--- config.mk ---
export PLATFORM = sky130hd
export DESIGN_NAME = aem_entry_matcher
export DESIGN_NICKNAME = d
export VERILOG_FILES = /design/src/rtl/aem_pkg.sv /design/src/rtl/aem_addr_match.sv /design/src/rtl/aem_entry_matcher.sv
export SDC_FILE = /design/constraint.sdc
export NUM_CORES = 1
export LEC_CHECK = 0
export BUFFER_PORTS_ARGS = -buffer_cell sky130_fd_sc_hd__buf_2
export CAP_MARGIN = 5
export CORE_ASPECT_RATIO = 0.9
export CORE_MARGIN = 3
export CORE_UTILIZATION = 30
export CTS_CLUSTER_SIZE = 12
export DETAILED_ROUTE_END_ITERATION = 8
export PLACE_DENSITY = 0.55
export SYNTH_ARGS = -nofsm -noshare
export SYNTH_HDL_FRONTEND = slang
export SYNTH_SLANG_ARGS = --single-unit
--- constraint.sdc ---
create_clock -name clk_i -period 11.7 [get_ports clk_i]
set_input_delay 0.585 -clock clk_i [delete_from_list [all_inputs] [get_ports clk_i]]
set_output_delay 0.585 -clock clk_i [all_outputs]
set_load 0.01 [all_outputs]
--- src/rtl/aem_pkg.sv ---
// aem_pkg: register map, field layout, mode codes and carrier structs for the
// access entry matcher.
// assumes: a 32-bit avalon-mm register bus with byte addresses.
package aem_pkg;

  // register byte offsets
  localparam logic [7:0] OFF_CTRL     = 8'h00;
  localparam logic [7:0] OFF_IP_CFG   = 8'h04;
  localparam logic [7:0] OFF_ARP_CFG  = 8'h08;
  localparam logic [7:0] OFF_STATUS   = 8'h0c;
  localparam logic [7:0] OFF_ADDR_LO  = 8'h10; // four address/mask pairs, 8 bytes each
  localparam logic [7:0] OFF_ADDR_HI  = 8'h2c;
  localparam logic [7:0] OFF_HITS     = 8'h30;

  // writable bit masks, also used to clear reserved bits when a write is merged
  localparam logic [31:0] CTRL_MASK    = 32'h0000000f;
  localparam logic [31:0] IP_CFG_MASK  = 32'h0f3fff07;
  localparam logic [31:0] ARP_CFG_MASK = 32'h000000ff;
  localparam logic [31:0] RESET_WORD   = 32'h00000000;

  // ctrl fields
  localparam int CTRL_ENABLE = 0;
  localparam int CTRL_DENY   = 1;
  localparam int CTRL_FTYPE  = 2; // 2 bits
  // ip_cfg fields
  localparam int IP_PROTO_MODE = 0;  // 3 bits
  localparam int IP_PROTO_VAL  = 8;  // 8 bits
  localparam int IP_TTL_MODE   = 16; // 2 bits
  localparam int IP_FRAG_MODE  = 18;
  localparam int IP_OPT_MODE   = 20;
  localparam int IP_SRC_MODE   = 24;
  localparam int IP_DST_MODE   = 26;
  // arp_cfg fields
  localparam int ARP_OP_MODE  = 0;
  localparam int ARP_RR_MODE  = 2;
  localparam int ARP_SND_MODE = 4;
  localparam int ARP_TGT_MODE = 6;
  // status fields
  localparam int ST_MATCH   = 0;
  localparam int ST_DISCARD = 1;

  // frame type of the entry
  localparam logic [1:0] FTYPE_ANY  = 2'h0;
  localparam logic [1:0] FTYPE_IPV4 = 2'h1;
  localparam logic [1:0] FTYPE_ARP  = 2'h2;
  // protocol filter modes
  localparam logic [2:0] PROTO_ANY  = 3'h0;
  localparam logic [2:0] PROTO_SPEC = 3'h1;
  localparam logic [2:0] PROTO_ICMP = 3'h2;
  localparam logic [2:0] PROTO_UDP  = 3'h3;
  localparam logic [2:0] PROTO_TCP  = 3'h4;
  // three-way flag modes: ttl (zero/nonzero), fragment and options (no/yes)
  localparam logic [1:0] FLAG_ANY = 2'h0;
  localparam logic [1:0] FLAG_NO  = 2'h1;
  localparam logic [1:0] FLAG_YES = 2'h2;
  // address filter modes
  localparam logic [1:0] ADDR_ANY  = 2'h0;
  localparam logic [1:0] ADDR_HOST = 2'h1;
  localparam logic [1:0] ADDR_NET  = 2'h2;
  // opcode filter and request/reply modes
  localparam logic [1:0] OP_ANY   = 2'h0;
  localparam logic [1:0] OP_ARP   = 2'h1;
  localparam logic [1:0] OP_RARP  = 2'h2;
  localparam logic [1:0] OP_OTHER = 2'h3;
  localparam logic [1:0] RR_ANY   = 2'h0;
  localparam logic [1:0] RR_REQ   = 2'h1;
  localparam logic [1:0] RR_REPLY = 2'h2;

  // wire values
  localparam logic [7:0]  IPP_ICMP       = 8'h01;
  localparam logic [7:0]  IPP_TCP        = 8'h06;
  localparam logic [7:0]  IPP_UDP        = 8'h11;
  localparam logic [15:0] OPC_ARP_REQ    = 16'h0001;
  localparam logic [15:0] OPC_ARP_REPLY  = 16'h0002;
  localparam logic [15:0] OPC_RARP_REQ   = 16'h0003;
  localparam logic [15:0] OPC_RARP_REPLY = 16'h0004;

  localparam int N_ADDR = 4; // source, destination, sender, target
  localparam int AM_SRC = 0;
  localparam int AM_DST = 1;
  localparam int AM_SND = 2;
  localparam int AM_TGT = 3;

  // parsed header fields of one ingress frame
  typedef struct packed {
    logic        valid;
    logic        is_ipv4;
    logic        is_arp;
    logic [7:0]  proto;
    logic [7:0]  ttl;
    logic        more_frag;
    logic [12:0] frag_off;
    logic        options;
    logic        l4_ok;     // verdict of the icmp/udp/tcp field stage
    logic [31:0] src_ip;
    logic [31:0] dst_ip;
    logic [15:0] arp_op;
    logic [31:0] snd_ip;
    logic [31:0] tgt_ip;
  } aem_frame_s;

  // per-frame verdict of the entry
  typedef struct packed {
    logic valid;
    logic match;
    logic discard;
    logic pass;
  } aem_result_s;

  // bus handshake states
  typedef enum logic [1:0] {
    AEM_BUS_IDLE = 2'b01,
    AEM_BUS_ACK  = 2'b10
  } aem_bus_e;

endpackage : aem_pkg

--- src/rtl/aem_addr_match.sv ---
// aem_addr_match: one ipv4 address filter with don't-care, host and network modes.
// assumes: purely combinational use inside the entry matcher.
`timescale 1ns/100ps
`default_nettype none
module aem_addr_match (
  // configuration
  input  wire logic [1:0]  mode_i,
  input  wire logic [31:0] ref_i,
  input  wire logic [31:0] mask_i,
  // frame field
  input  wire logic [31:0] addr_i,
  // verdict
  output logic             ok_o
);

  // an unused mode code never matches, so a bad write cannot open the entry
  always_comb begin
    case (mode_i)
      aem_pkg::ADDR_ANY:  ok_o = 1'b1;
      aem_pkg::ADDR_HOST: ok_o = (addr_i == ref_i);
      aem_pkg::ADDR_NET:  ok_o = ((addr_i & mask_i) == (ref_i & mask_i));
      default:            ok_o = 1'b0;
    endcase
  end

endmodule : aem_addr_match
`default_nettype wire

--- src/rtl/aem_entry_matcher.sv ---
// aem_entry_matcher: one access entry of the ingress classifier with its
// configuration registers on avalon-mm.
// assumes: the parser presents one frame per valid cycle, synchronous to clk_i;
// the verdict follows one cycle later.
//
// Added by the designer: the register offsets and register access over Avalon-MM.
`timescale 1ns/100ps
`default_nettype none
//Contract
// - protocol filter: any, specific number, icmp, udp or tcp
// - specific protocol 0 to 255 matches only equal ipv4 protocol field
// - icmp, udp, tcp select that protocol and require extra field checks
// - ttl zero setting rejects ttl above zero; nonzero setting needs it above
// - fragment no rejects fragmented frames; yes accepts only fragmented ones
// - options no rejects frames with options; yes accepts only those with
// - ttl, fragment and options each have a don't-care setting
// - source address filter: any, host exact, network under mask
// - arp opcode filter: any, arp, rarp, or neither of them
// - request/reply filter: any, request opcodes, reply opcodes
// - arp sender address filter: any, host exact, network under mask
// - arp target address filter with the same three settings
// - matching frame is discarded under deny, passed under permit
module aem_entry_matcher (
  // clock, reset, enable
  input  wire logic                clk_i,
  input  wire logic                rst_n_i,
  input  wire logic                ce_i,
  // avalon-mm slave
  input  wire logic [7:0]          avs_address_i,
  input  wire logic                avs_read_i,
  input  wire logic                avs_write_i,
  input  wire logic [31:0]         avs_writedata_i,
  input  wire logic [3:0]          avs_byteenable_i,
  output logic      [31:0]         avs_readdata_o,
  output logic                     avs_waitrequest_o,
  // frame from the parser
  input  wire aem_pkg::aem_frame_s frame_i,
  // verdict to forwarding
  output aem_pkg::aem_result_s     result_o
);

  logic [1:0]  rst_sync;
  logic        rst_n;
  aem_pkg::aem_bus_e bus_state;
  logic [31:0] ctrl;
  logic [31:0] ip_cfg;
  logic [31:0] arp_cfg;
  logic [31:0] addr_ref  [aem_pkg::N_ADDR];
  logic [31:0] addr_mask [aem_pkg::N_ADDR];
  logic [31:0] hits;
  logic [31:0] next_readdata;
  logic [7:0]  pair_off;
  logic        in_pairs;
  logic [1:0]  pair_idx;
  logic        pair_is_mask;
  logic        wr_fire;
  logic [31:0] frame_addr [aem_pkg::N_ADDR];
  logic [1:0]  addr_mode  [aem_pkg::N_ADDR];
  logic [aem_pkg::N_ADDR-1:0] addr_ok;
  logic        proto_ok;
  logic        ttl_ok;
  logic        frag_ok;
  logic        opt_ok;
  logic        op_ok;
  logic        rr_ok;
  logic        fragmented;
  logic        ip_ok;
  logic        arp_ok;
  logic        type_ok;
  logic        next_match;

  // byte-lane merge of a write into a register, reserved bits kept at zero
  function automatic logic [31:0] merge(input logic [31:0] old_v, input logic [31:0] wd,
                                        input logic [3:0] be, input logic [31:0] keep);
    logic [31:0] r;
    r = old_v;
    for (int b = 0; b < 4; b++) begin
      if (be[b]) begin
        r[b*8 +: 8] = wd[b*8 +: 8];
      end
    end
    return r & keep;
  endfunction : merge

  // reset release through two flops; frozen with everything else while ce_i is low
  always_ff @(posedge clk_i or negedge rst_n_i) begin
    if (!rst_n_i) begin
      rst_sync <= 2'b00;
    end else if (ce_i) begin
      rst_sync <= {rst_sync[0], 1'b1};
    end
  end
  assign rst_n = rst_sync[1];

  // address-pair decode for the eight filter address/mask registers
  assign pair_off     = avs_address_i - aem_pkg::OFF_ADDR_LO;
  assign in_pairs     = (avs_address_i >= aem_pkg::OFF_ADDR_LO) && (avs_address_i <= aem_pkg::OFF_ADDR_HI);
  assign pair_idx     = pair_off[4:3];
  assign pair_is_mask = pair_off[2];

  // bus handshake: waitrequest drops for exactly one cycle per access, so every
  // access completes in two cycles; back-to-back requests are not overlapped
  always_ff @(posedge clk_i or negedge rst_n) begin
    if (!rst_n) begin
      bus_state         <= aem_pkg::AEM_BUS_IDLE;
      avs_waitrequest_o <= 1'b1;
    end else if (ce_i) begin
      case (bus_state)
        aem_pkg::AEM_BUS_IDLE: begin
          if (avs_read_i || avs_write_i) begin
            bus_state         <= aem_pkg::AEM_BUS_ACK;
            avs_waitrequest_o <= 1'b0;
          end
        end
        aem_pkg::AEM_BUS_ACK: begin
          bus_state         <= aem_pkg::AEM_BUS_IDLE;
          avs_waitrequest_o <= 1'b1;
        end
        default: begin
          bus_state         <= aem_pkg::AEM_BUS_IDLE;
          avs_waitrequest_o <= 1'b1;
        end
      endcase
    end
  end

  // a write lands at the edge where the master sees waitrequest low
  assign wr_fire = avs_write_i && (bus_state == aem_pkg::AEM_BUS_ACK);

  // read mux; unmapped offsets read as zero
  always_comb begin
    next_readdata = aem_pkg::RESET_WORD;
    if (avs_address_i == aem_pkg::OFF_CTRL) begin
      next_readdata = ctrl;
    end else if (avs_address_i == aem_pkg::OFF_IP_CFG) begin
      next_readdata = ip_cfg;
    end else if (avs_address_i == aem_pkg::OFF_ARP_CFG) begin
      next_readdata = arp_cfg;
    end else if (avs_address_i == aem_pkg::OFF_STATUS) begin
      next_readdata[aem_pkg::ST_MATCH]   = result_o.match;
      next_readdata[aem_pkg::ST_DISCARD] = result_o.discard;
    end else if (in_pairs && !avs_address_i[1] && !avs_address_i[0]) begin
      next_readdata = pair_is_mask ? addr_mask[pair_idx] : addr_ref[pair_idx];
    end else if (avs_address_i == aem_pkg::OFF_HITS) begin
      next_readdata = hits;
    end
  end

  // read data is loaded as waitrequest drops and stands through the ack cycle
  always_ff @(posedge clk_i or negedge rst_n) begin
    if (!rst_n) begin
      avs_readdata_o <= aem_pkg::RESET_WORD;
    end else if (ce_i) begin
      if (avs_read_i && (bus_state == aem_pkg::AEM_BUS_IDLE)) begin
        avs_readdata_o <= next_readdata;
      end
    end
  end

  // control and filter configuration registers; writes to unmapped offsets vanish
  always_ff @(posedge clk_i or negedge rst_n) begin
    if (!rst_n) begin
      ctrl    <= aem_pkg::RESET_WORD;
      ip_cfg  <= aem_pkg::RESET_WORD;
      arp_cfg <= aem_pkg::RESET_WORD;
    end else if (ce_i && wr_fire) begin
      if (avs_address_i == aem_pkg::OFF_CTRL) begin
        ctrl <= merge(ctrl, avs_writedata_i, avs_byteenable_i, aem_pkg::CTRL_MASK);
      end else if (avs_address_i == aem_pkg::OFF_IP_CFG) begin
        ip_cfg <= merge(ip_cfg, avs_writedata_i, avs_byteenable_i, aem_pkg::IP_CFG_MASK);
      end else if (avs_address_i == aem_pkg::OFF_ARP_CFG) begin
        arp_cfg <= merge(arp_cfg, avs_writedata_i, avs_byteenable_i, aem_pkg::ARP_CFG_MASK);
      end
    end
  end

  // address/mask pairs and their filters, one per address field
  assign frame_addr[aem_pkg::AM_SRC] = frame_i.src_ip;
  assign frame_addr[aem_pkg::AM_DST] = frame_i.dst_ip;
  assign frame_addr[aem_pkg::AM_SND] = frame_i.snd_ip;
  assign frame_addr[aem_pkg::AM_TGT] = frame_i.tgt_ip;
  assign addr_mode[aem_pkg::AM_SRC]  = ip_cfg[aem_pkg::IP_SRC_MODE +: 2];
  assign addr_mode[aem_pkg::AM_DST]  = ip_cfg[aem_pkg::IP_DST_MODE +: 2];
  assign addr_mode[aem_pkg::AM_SND]  = arp_cfg[aem_pkg::ARP_SND_MODE +: 2];
  assign addr_mode[aem_pkg::AM_TGT]  = arp_cfg[aem_pkg::ARP_TGT_MODE +: 2];

  for (genvar i = 0; i < aem_pkg::N_ADDR; i++) begin : g_addr
    // stored address and mask of filter i
    always_ff @(posedge clk_i or negedge rst_n) begin
      if (!rst_n) begin
        addr_ref[i]  <= aem_pkg::RESET_WORD;
        addr_mask[i] <= aem_pkg::RESET_WORD;
      end else if (ce_i && wr_fire && in_pairs && (pair_idx == 2'(i))) begin
        if (pair_is_mask) begin
          addr_mask[i] <= merge(addr_mask[i], avs_writedata_i, avs_byteenable_i, '1);
        end else begin
          addr_ref[i] <= merge(addr_ref[i], avs_writedata_i, avs_byteenable_i, '1);
        end
      end
    end

    aem_addr_match u_match (
      .mode_i (addr_mode[i]),
      .ref_i  (addr_ref[i]),
      .mask_i (addr_mask[i]),
      .addr_i (frame_addr[i]),
      .ok_o   (addr_ok[i])
    );
  end

  // protocol filter; the extra icmp/udp/tcp field verdict arrives as l4_ok
  always_comb begin
    case (ip_cfg[aem_pkg::IP_PROTO_MODE +: 3])
      aem_pkg::PROTO_ANY:  proto_ok = 1'b1;
      aem_pkg::PROTO_SPEC: proto_ok = (frame_i.proto == ip_cfg[aem_pkg::IP_PROTO_VAL +: 8]);
      aem_pkg::PROTO_ICMP: proto_ok = (frame_i.proto == aem_pkg::IPP_ICMP) && frame_i.l4_ok;
      aem_pkg::PROTO_UDP:  proto_ok = (frame_i.proto == aem_pkg::IPP_UDP) && frame_i.l4_ok;
      aem_pkg::PROTO_TCP:  proto_ok = (frame_i.proto == aem_pkg::IPP_TCP) && frame_i.l4_ok;
      default:             proto_ok = 1'b0;
    endcase
  end

  // ttl, fragment and options flags; FLAG_NO means zero / absent
  assign fragmented = frame_i.more_frag || (frame_i.frag_off != '0);

  always_comb begin
    case (ip_cfg[aem_pkg::IP_TTL_MODE +: 2])
      aem_pkg::FLAG_ANY: ttl_ok = 1'b1;
      aem_pkg::FLAG_NO:  ttl_ok = (frame_i.ttl == '0);
      aem_pkg::FLAG_YES: ttl_ok = (frame_i.ttl != '0);
      default:           ttl_ok = 1'b0;
    endcase
    case (ip_cfg[aem_pkg::IP_FRAG_MODE +: 2])
      aem_pkg::FLAG_ANY: frag_ok = 1'b1;
      aem_pkg::FLAG_NO:  frag_ok = !fragmented;
      aem_pkg::FLAG_YES: frag_ok = fragmented;
      default:           frag_ok = 1'b0;
    endcase
    case (ip_cfg[aem_pkg::IP_OPT_MODE +: 2])
      aem_pkg::FLAG_ANY: opt_ok = 1'b1;
      aem_pkg::FLAG_NO:  opt_ok = !frame_i.options;
      aem_pkg::FLAG_YES: opt_ok = frame_i.options;
      default:           opt_ok = 1'b0;
    endcase
  end

  // arp opcode and request/reply filters
  always_comb begin
    case (arp_cfg[aem_pkg::ARP_OP_MODE +: 2])
      aem_pkg::OP_ANY:   op_ok = 1'b1;
      aem_pkg::OP_ARP:   op_ok = (frame_i.arp_op == aem_pkg::OPC_ARP_REQ) ||
                                 (frame_i.arp_op == aem_pkg::OPC_ARP_REPLY);
      aem_pkg::OP_RARP:  op_ok = (frame_i.arp_op == aem_pkg::OPC_RARP_REQ) ||
                                 (frame_i.arp_op == aem_pkg::OPC_RARP_REPLY);
      default:           op_ok = (frame_i.arp_op < aem_pkg::OPC_ARP_REQ) ||
                                 (frame_i.arp_op > aem_pkg::OPC_RARP_REPLY);
    endcase
    case (arp_cfg[aem_pkg::ARP_RR_MODE +: 2])
      aem_pkg::RR_ANY:   rr_ok = 1'b1;
      aem_pkg::RR_REQ:   rr_ok = (frame_i.arp_op == aem_pkg::OPC_ARP_REQ) ||
                                 (frame_i.arp_op == aem_pkg::OPC_RARP_REQ);
      aem_pkg::RR_REPLY: rr_ok = (frame_i.arp_op == aem_pkg::OPC_ARP_REPLY) ||
                                 (frame_i.arp_op == aem_pkg::OPC_RARP_REPLY);
      default:           rr_ok = 1'b0;
    endcase
  end

  // all filters of the selected frame type must hold; don't-care filters read as true
  assign ip_ok  = proto_ok && ttl_ok && frag_ok && opt_ok &&
                  addr_ok[aem_pkg::AM_SRC] && addr_ok[aem_pkg::AM_DST];
  assign arp_ok = op_ok && rr_ok && addr_ok[aem_pkg::AM_SND] && addr_ok[aem_pkg::AM_TGT];

  // the ip group only looks at ipv4 frames, the arp group only at arp frames
  always_comb begin
    case (ctrl[aem_pkg::CTRL_FTYPE +: 2])
      aem_pkg::FTYPE_ANY:  type_ok = 1'b1;
      aem_pkg::FTYPE_IPV4: type_ok = frame_i.is_ipv4 && ip_ok;
      aem_pkg::FTYPE_ARP:  type_ok = frame_i.is_arp && arp_ok;
      default:             type_ok = 1'b0;
    endcase
  end

  assign next_match = ctrl[aem_pkg::CTRL_ENABLE] && type_ok;

  // registered verdict, valid one cycle after the frame
  always_ff @(posedge clk_i or negedge rst_n) begin
    if (!rst_n) begin
      result_o <= '0;
    end else if (ce_i) begin
      result_o.valid <= frame_i.valid;
      if (frame_i.valid) begin
        result_o.match   <= next_match;
        result_o.discard <= next_match && ctrl[aem_pkg::CTRL_DENY];
        result_o.pass    <= !(next_match && ctrl[aem_pkg::CTRL_DENY]);
      end
    end
  end

  // match counter; wraps, read-only, so software takes differences
  always_ff @(posedge clk_i or negedge rst_n) begin
    if (!rst_n) begin
      hits <= aem_pkg::RESET_WORD;
    end else if (ce_i && frame_i.valid && next_match) begin
      hits <= hits + 32'h00000001;
    end
  end

endmodule : aem_entry_matcher
`default_nettype wire

* After elaboration in Yosys (flattened, before gate mapping)
Cells that the tools add are included.
** Operators by class
- $add $sub $neg :: 2
- Multipliers :: 0
- Div/mod/pow operators :: 0
- Order comparisons :: 5
- Eq/ne operators :: 50
- Shift operators :: 0
- Muxes and demuxes :: 29
- Bitwise gates (word level) :: 12
- Reduce and logical (&&, ||, !) cells :: 97
** Operator list (number)
- $mux 32 :: 10
- $and 32x32->32 :: 8
- $eq 32x32->1 :: 8
- $bmux 32 s2 :: 2
- $reduce_and 3->1 :: 33
- $add 32x1->32 const B :: 1
- $eq 16x2->1 const B :: 2
- $mux 30 :: 1
- $pmux 1 s3 :: 10
- $logic_and 1x1->1 :: 28
- $eq 2x2->1 const B :: 13
- $eq 2x1->1 const B :: 12
- $logic_not 2->1 :: 11
- $eq 16x1->1 const B :: 1
- $eq 16x3->1 const B :: 1
- $eq 8x3->1 const B :: 2
- $eq 8x4->1 const B :: 2
- $gt 16x3->1 const B :: 1
- $logic_not 8->1 :: 2
- $lt 16x1->1 const B :: 1
- $reduce_and 4->1 :: 4
- $reduce_bool 13->1 :: 1
- $eq 8x1->1 const B :: 1
- $eq 8x5->1 const B :: 1
- other kinds (21) :: 39
** Word-level totals
- Bits in registers :: 362
- Latch bits :: 0
- Memory bits (writable) :: 0
- Memory bits (read-only) :: 0
- Input port bits :: 228
- Output and inout port bits :: 37
- Logic and storage cells :: 242
- Memories kept :: 0

* Logic depth before layout (Yosys ltp)
Gate-level depths: netlist of the first run.
- Depth after elaboration :: 13
- Depth in mapped cells :: 11
- Mapped depth without buffers :: 9

* Cells and area by module
A second synthesis of the first run with hierarchy kept.
** Unflattened totals
- Cells, all modules :: 1441
- Area total of the unflattened synthesis :: 18684.2 um^2
** Modules (own cells, without submodules)
- aem_entry_matcher :: instances 1, cells each 1177, area an instance 16632.2 um^2, sequential area each 9034.9 um^2
- aem_addr_match :: instances 4, cells each 66, area an instance 513.0 um^2, sequential area each 0.0 um^2

* Worst setup path before layout of the first run
OpenSTA, ideal clock, no wires.
- Path type :: reg2reg
- Start point :: register rst_sync[1] (netlist name)
- End point :: register rst_sync[1]
- Setup time :: 0.125 ns
- Arrival :: 9.050 ns
- Data required time :: 11.575 ns
- Path slack :: 2.525 ns
- Stages on the path, launching flop included :: 2
- Buffers on the path :: 0
- Clock period less this slack :: 9.175 ns
- Cells stage by stage :: dfrtp_1 -> mux2_2
** RTL lines
- end signal, assigned :: RTL line aem_entry_matcher.sv:90 : rst_sync <= {rst_sync[0], 1'b1};
- end, declared :: RTL line aem_entry_matcher.sv:42 : logic [1:0] rst_sync;

* Worst setup path in the final report of the first run
- Start point :: register bus_state[0]
- End point :: register addr_ref[113] in the netlist's numbering
** On the way
- Word-level cells in the longest chain between the ends :: 6
** Ends and longest elaborated chain
- start, declared :: RTL line aem_entry_matcher.sv:44 : aem_pkg::aem_bus_e bus_state;
- start signal, assigned :: RTL line aem_entry_matcher.sv:105 : bus_state <= aem_pkg::AEM_BUS_IDLE;
- start signal, assigned :: RTL line aem_entry_matcher.sv:111 : bus_state <= aem_pkg::AEM_BUS_ACK;
- start signal, assigned :: RTL line aem_entry_matcher.sv:116 : bus_state <= aem_pkg::AEM_BUS_IDLE;
- $eq 2x2->1 :: RTL line aem_entry_matcher.sv:128 : assign wr_fire = avs_write_i && (bus_state == aem_pkg::AEM_BUS_ACK);
- $logic_and 1x1->1 :: RTL line aem_entry_matcher.sv:128
- $logic_and 1x1->1 (3 in series) :: RTL line aem_entry_matcher.sv:193 : end else if (ce_i && wr_fire && in_pairs && (pair_idx == 2'(i))) begin
- $reduce_and 3->1 (no source line)
- end signal, assigned by index :: RTL line aem_entry_matcher.sv:191 : addr_ref[i] <= aem_pkg::RESET_WORD;
- end signal, assigned by index :: RTL line aem_entry_matcher.sv:197 : addr_ref[i] <= merge(addr_ref[i], avs_writedata_i, avs_byteenable_i, '1);
- end, declared :: RTL line aem_entry_matcher.sv:48 : logic [31:0] addr_ref [aem_pkg::N_ADDR];
No other way between the ends.
A chain may end at the register's enable or synchronous reset.

==> results of run 1 <==
state kept, by name, indices dropped and copies added (netlist names):
signal and count:
arp_cfg 8, ctrl 4, bus_state 2, ip_cfg 21
rst_sync 2, avs_readdata_o 32, addr_ref 128, result_o 4
hits 32, addr_mask 128
metrics by stage:
| stage | std cells | instance area (um2) | util (%) |
|---|---|---|---|
| final | 2497 | 22300 | 36.9 |
| after global routing | 2496 | 22300 | 36.9 |
| after CTS | 2495 | 22300 | 36.8 |
| after detailed placement | 2418 | 20800 | 34.3 |
| after global placement | 2418 | 20800 | 34.3 |
| after floorplan | 1413 | 18600 | - |
layer usage:
| metal | up-vias | wire length (um) | track usage [%] |
|---|---|---|---|
| met3 | 134 | 7970 | 7.47 |
| met2 | 732 | 34900 | 36.1 |
| met1 | 7465 | 33500 | 32.8 |
| met5 | - | 117 | 0 |
| li1 | 5941 | - | - |
| met4 | 16 | 2290 | 6.75 |
final cells by class:
| cell class | count | area [um2] | share of cell area (%) |
|---|---|---|---|
| timing repair buffer | 275 | 1440 | 6.43 |
| antenna | 1 | 2.50 | 0.0112 |
| clock inverter | 12 | 188 | 0.840 |
| multi-input combinational | 995 | 9360 | 41.9 |
| inverter | 6 | 22.5 | 0.101 |
| clock buffer | 64 | 1320 | 5.90 |
| sequential | 361 | 9040 | 40.4 |
| tap | 783 | 980 | 4.38 |
worst max path at each step:
| stage | to | slack, ns |
|---|---|---|
| 2_1_floorplan | addr_mask[0] | 0.88 |
| 3_3_place_gp | addr_ref[105] | 7.80 |
| 3_5_place_dp | addr_ref[105] | 7.78 |
| 4_1_cts | addr_ref[105] | 8.15 |
| 5_1_grt | hits[11] | 8.03 |
| 6_report | addr_ref[113] | 8.18 |
logic make-up (layout without fill, tap and decap cells):
kind of cell | after synthesis | after routing
fa+ha+maj | 1 | 1
mux | 389 | 389
compound gates | 163 | 163
flops | 361 | 361
simple gates | 272 | 272
buf+inv | 57 | 357
other cells | 0 | 1
xor+xnor | 170 | 170
tightest hold or removal path: stages:
cell and delay (ns):
buf_2 0.11, a21oi_1 0.06, nor2_1 0.07
cells in the final DEF (no fill, tap or decap), types with 6 or more instances in the layout:
master and instances:
dfrtp_1 359, mux2_2 324, buf_2 262, xor2_1 164, mux4_2 64, nand2_1 62
clkbuf_16 45, nor4_1 43, o21ai_0 41, a22oi_1 30, nor2_1 29, a222oi_1 29
nand4_1 24, nand3_1 18, nor2_2 18, a221oi_1 17, a22o_1 16, nor3_1 12
clkbuf_8 12, a21oi_1 10, or3_1 10, nor3b_1 10, buf_4 10, nand2b_1 9
and3_1 8, clkbuf_1 7, xnor2_1 6, nor4_2 6, clkinv_2 6
power breakdown:
part	switching, mW	internal [mW]	leakage (nW)
Clock	0.554	0.885	0.743
Sequential	0.0138	1.26	5.11
Combinational	0.142	0.0732	5.15
Total	0.710	2.22	11.0
==> flow_summary.yaml, run 1 <==
timing:
  fin_crit_sh_pct: 30.1
  fin_ws_ns: 8.18
  setup_viol: 0
  maxSlewViolCount: 0
  whs_ns: 0.315
  hold_viol: 0
  fin_crit_ns: 3.52
  fmax_mhz: 284
  rsz0062_at_grt: "no"
  worstMarginPinSlew_ns: 1.19
  tns_ns: 0
  relSlewSlack_pct: 18.3
  fin_skew_ns: 0.0209
synthesis:
  synth_fa_ha_area_share_pct: 0.0672
  synth-compound-area-share_pct: 6.62
  synth_cell_types: 59
  synth_area_um2: 18600
  ys_top_cells_by_count: "dfrtp_1 (360), mux2_2 (324), xor2_1 (164)"
  yosysSeqAreaShare_pct: 48.5
  yosys.area_share.xor_xnor_pct: 8.00
  synth_area_leaders: "dfrtp_1 (48%), mux2_2 (20%), mux4_2 (7.7%)"
  ys_warn_count: 0
  ys.flop_type: "dfrtp_1"
  syn_area_per_cell_um2: 13.2
  synth.mux.area_fraction_pct: 27.4
  async_flop_share_pct: 100
  synth_edf_count: 0
  synth_top_family_by_area: "multiplexers"
  syn_inst: 1413
  synth_top_cell_by_area: "dfrtp_1"
  yosys.area_share.simple_pct: 8.13
  synth_top_area_share_pct: 48.4
  synth.most_common_cell: "dfrtp_1"
  syn_nets: 1642
  synth_seq_cells: 361
worst_hold_path:
  hp-start: "frame_i[178]"
  hold_end: "result_o[0]"
  hold_depth: 3
  hold_path.class: "primary input to flop"
global_route:
  grt_pass1_wl_um: 110000
  grt_pass1_vias: 14470
  grt_overflow: 0
  grt_use_total_pct: 23.8
  grt_max_degree: 161
  antenna_found_initial: 8
clock_network:
  clockBufferDepth: 3
  cts_resized: 0
  clkLatencyLatePin_ns: 0.58
  clk_pin_slew_worst_paths_ns: 0.06
  cts_sinks: 361
  hold_buffers: 1
  post_cts_buffers: 0
  cts_max_level: 2
  numCtsBuffers: 42
  tritoncts: "yes"
  cts_root_buffer: "clkbuf_16"
run_status:
  violations: "design-rule violations"
  outcome: "finished, violations left"
routing:
  drt-wirelength-per-cell_um: 31.6
  postRouteAntennaNets: 0
  vias_per_cell: 5.72
  num_vias: 14288
  drtIter0Drc: 1500
  drtPass1Iterations: 9
  drc: 3
  drt_wl_total_um: 78900
floorplan:
  coreArea_um2: 60600
  ios: 265
  dieArea_um2: 65100
  rows: 85
  initial_core_util_pct: 30.7
  fp.dieW_um: 269
  die_h_um: 242
worst_setup_path:
  cpPeakStageDelay_ns: 0.70
  r2r-end: "addr_ref[113]"
  cp_num_buf_inv: 0
  start_kind: "flop"
  setup.worst_path.class: "flop to flop"
  r2r-start: "bus_state[0]"
  r2r_cells: 6
  rrSetupSlack_ns: 8.18
  cp-startpoint: "bus_state[0]"
  end_kind: "flop"
  cp_cell_sequence: "nand4b_1, or3_1, or3b_2, nand2b_1, nor2_2, mux2_2"
  slowest_stage: "nor2_2"
  critical_path_required_ns: 12.14
  worst_ep_arrival_time_ns: 3.97
  cp_max_fo: 8
  cp_top_family: "simple AND/OR/NAND/NOR gates"
  path_depth: 6
power:
  p_leak_nw: 11.0
  ir_worst_vdd_v: 0.0000777
  p_per_area_nw_per_um2: 131
  total_power_mw: 2.93
cells_and_area:
  drive_gt1_share_pct: 44.7
  area_growth_pct: 20.1
  nets: 1910
  num-fill-cells: 5954
placement:
  port_buffers: 264
  dp_slack_ns: 7.78
  dp_hpwl_um: 61900
  gp_congestion: 0.986
job:
  drv_cap: 0
Power figures use the tool's default switching activity.
==> run 2: changes to the inputs <==
Settings changed: PLACE_DENSITY 0.55 to 0.53.
Clock period 11.7 ns to 3.5 ns, I/O delays scaled along.
==> run 2 against run 1 <==
The flow now finishes without violations. Die area unchanged. Wire length about the same. First-iteration DRC count is 27% higher. Critical endpoint is now hits[1]. Largest cell class unchanged.
==> flow_summary.yaml, run 2 (synthesis results as in run 1) <==
floorplan:
  rows: 85
  initial_core_util_pct: 30.7
  ios: 265
  fp.dieW_um: 269
  dieArea_um2: 65100
  coreArea_um2: 60600
  die_h_um: 242
routing:
  vias_per_cell: 5.52
  drt_wl_total_um: 78900
  top_layer_used: "met5"
  wl_met3_um: 6460
  drt-wirelength-per-cell_um: 30.1
  drtPass1Iterations: 8
  drc: 0
  drtIter0Drc: 1910
  wl_met1_um: 34100
  postRouteAntennaNets: 0
  num_vias: 14457
  wl_met2_um: 35900
timing:
  maxSlewViolCount: 0
  hold_viol: 0
  fin_crit_sh_pct: 96.5
  fin_skew_ns: 0.0244
  setup_viol: 0
  fin_crit_ns: 3.38
  whs_ns: 0.0322
  worstMarginPinSlew_ns: 1.28
  rsz0062_at_grt: "no"
  fmax_mhz: 296
  fin_ws_ns: 0.124
  tns_ns: 0
  relSlewSlack_pct: 14.1
worst_hold_path:
  hold_end: "addr_mask[6]"
  hp-start: "avs_writedata_i[6]"
  hold_depth: 2
  hold_path.class: "primary input to flop"
cells_and_area:
  drive_gt1_share_pct: 47.0
  multi_input_area_um2: 9390
  area_growth_pct: 24.9
  antennaDiodeCount: 0
  nets: 2034
  mostFrequentLayoutCells: "dfrtp_1 (359), mux2_2 (324), buf_2 (263), xor2_1 (160), buf_4 (106)"
  seq_area_um2: 9040
  final_cell_area_um2: 23200
  top_regs: "addr_mask (128), addr_ref (128)"
  final_common_cell: "dfrtp_1"
  num-fill-cells: 5885
power:
  ir_worst_vdd_v: 0.000299
  p_int_mw: 7.14
  p_leak_nw: 11.5
  netSwitchingPower_mw: 2.33
  p_sw_share_pct: 24.6
  clkPwrFrac_pct: 46.6
  p_per_area_nw_per_um2: 407
  p_comb_share_pct: 8.3
  p_seq_share_pct: 45.0
worst_setup_path:
  end_kind: "flop"
  cp_max_fo: 26
  rrSetupSlack_ns: 0.12
  r2r_cells: 9
  cp_top_family: "simple AND/OR/NAND/NOR gates"
  critical_path_required_ns: 3.96
  r2r-end: "hits[1]"
  cp_cell_sequence: "xor2_1, a22o_1, a221oi_1, nand4_1, o22ai_1, o2111a_1, nor3_4, buf_4, mux2_2"
  setup.worst_path.class: "flop to flop"
  slowest_stage: "nor3_4"
  r2r-start: "addr_ref[97]"
  cp_num_buf_inv: 1
  cpPeakStageDelay_ns: 0.97
  worst_ep_arrival_time_ns: 3.84
  start_kind: "flop"
clock_network:
  cts_root_buffer: "clkbuf_16"
  clkLatencyLatePin_ns: 0.58
  numCtsBuffers: 42
  clk_pin_slew_worst_paths_ns: 0.06
  cts_max_level: 2
  cts_sinks: 361
  tritoncts: "yes"
  clockBufferDepth: 3
placement:
  port_buffers: 264
  placed_cell_area_um2: 21600
  dp_hpwl_um: 62500
  dp_slack_ns: 0.0900
  gp_congestion: 1.04
global_route:
  grt_max_degree: 96
  grt_pass1_wl_um: 111000
  antenna_found_initial: 2
  grt_pass1_vias: 14718
  grt_overflow: 0
  grt_use_total_pct: 23.9
run_status:
  outcome: "finished, final reports clean"
job:
  drv_cap: 0
==> run 2: worst reg2reg max path: stages (launching register included) <==
cell and delay [ns]:
dfrtp_1 0.42, xor2_1 0.48, a22o_1 0.23, a221oi_1 0.05, nand4_1 0.16, o22ai_1 0.10, o2111a_1 0.18, nor3_4 0.97
buf_4 0.34, mux2_2 0.35
==> run 2: layer usage <==
layer | vias up | track usage (%)
li1 | 6166 | -
met1 | 7495 | 33.7
met2 | 695 | 37.2
met3 | 99 | 4.68
met4 | 2 | 6.79
met5 | - | 0
==> run 2: through the flow <==
stage	util (%)	cells	power, mW
3_5_place_dp	35.6	2518	5.09
5_1_grt	38.4	2618	9.76
6_report	38.4	2618	9.47
3_3_place_gp	35.6	2517	5.08
4_1_cts	38.3	2618	9.54
2_1_floorplan	-	1413	4.60
==> run 2: layout make-up <==
cell class,instances,area share (%)
clock inverters,11,0.490
inverters,6,0.0969
well taps,783,4.21
clock buffers,63,5.38
flip-flops and latches,361,38.9
repair buffers,399,10.5
multi-input cells,995,40.4
==> run 2: repair_timing <==
action,in CTS,in global routing
buffers inserted,0,0
gates resized for setup,0,4
endpoints found under the hold margin,154,0
hold buffers,26,0
endpoints found under the setup margin,0,1
==> run 2: worst max path at each step <==
stage	start	to	slack (ns)	cells past startpoint
6_report	addr_ref[97]	hits[1]	0.12	9
5_1_grt	addr_ref[4]	hits[1]	0.03	10
4_1_cts	addr_ref[66]	hits[1]	0.07	9
3_5_place_dp	addr_ref[101]	hits[1]	0.09	10
3_3_place_gp	ip_cfg[1]	hits[28]	0.005	9
2_1_floorplan	rst_sync[1]	addr_mask[0]	-0.07	0
==> run 2: power groups by stage <==
| stage | combinational (mW) | sequential (mW) | clock [mW] |
|---|---|---|---|
| after floorplan | 0.276 | 4.32 | 0 |
| after global placement | 0.743 | 4.34 | 0 |
| after detailed placement | 0.745 | 4.34 | 0 |
| after CTS | 0.776 | 4.26 | 4.50 |
| after global routing | 0.821 | 4.27 | 4.68 |
| final | 0.789 | 4.27 | 4.42 |
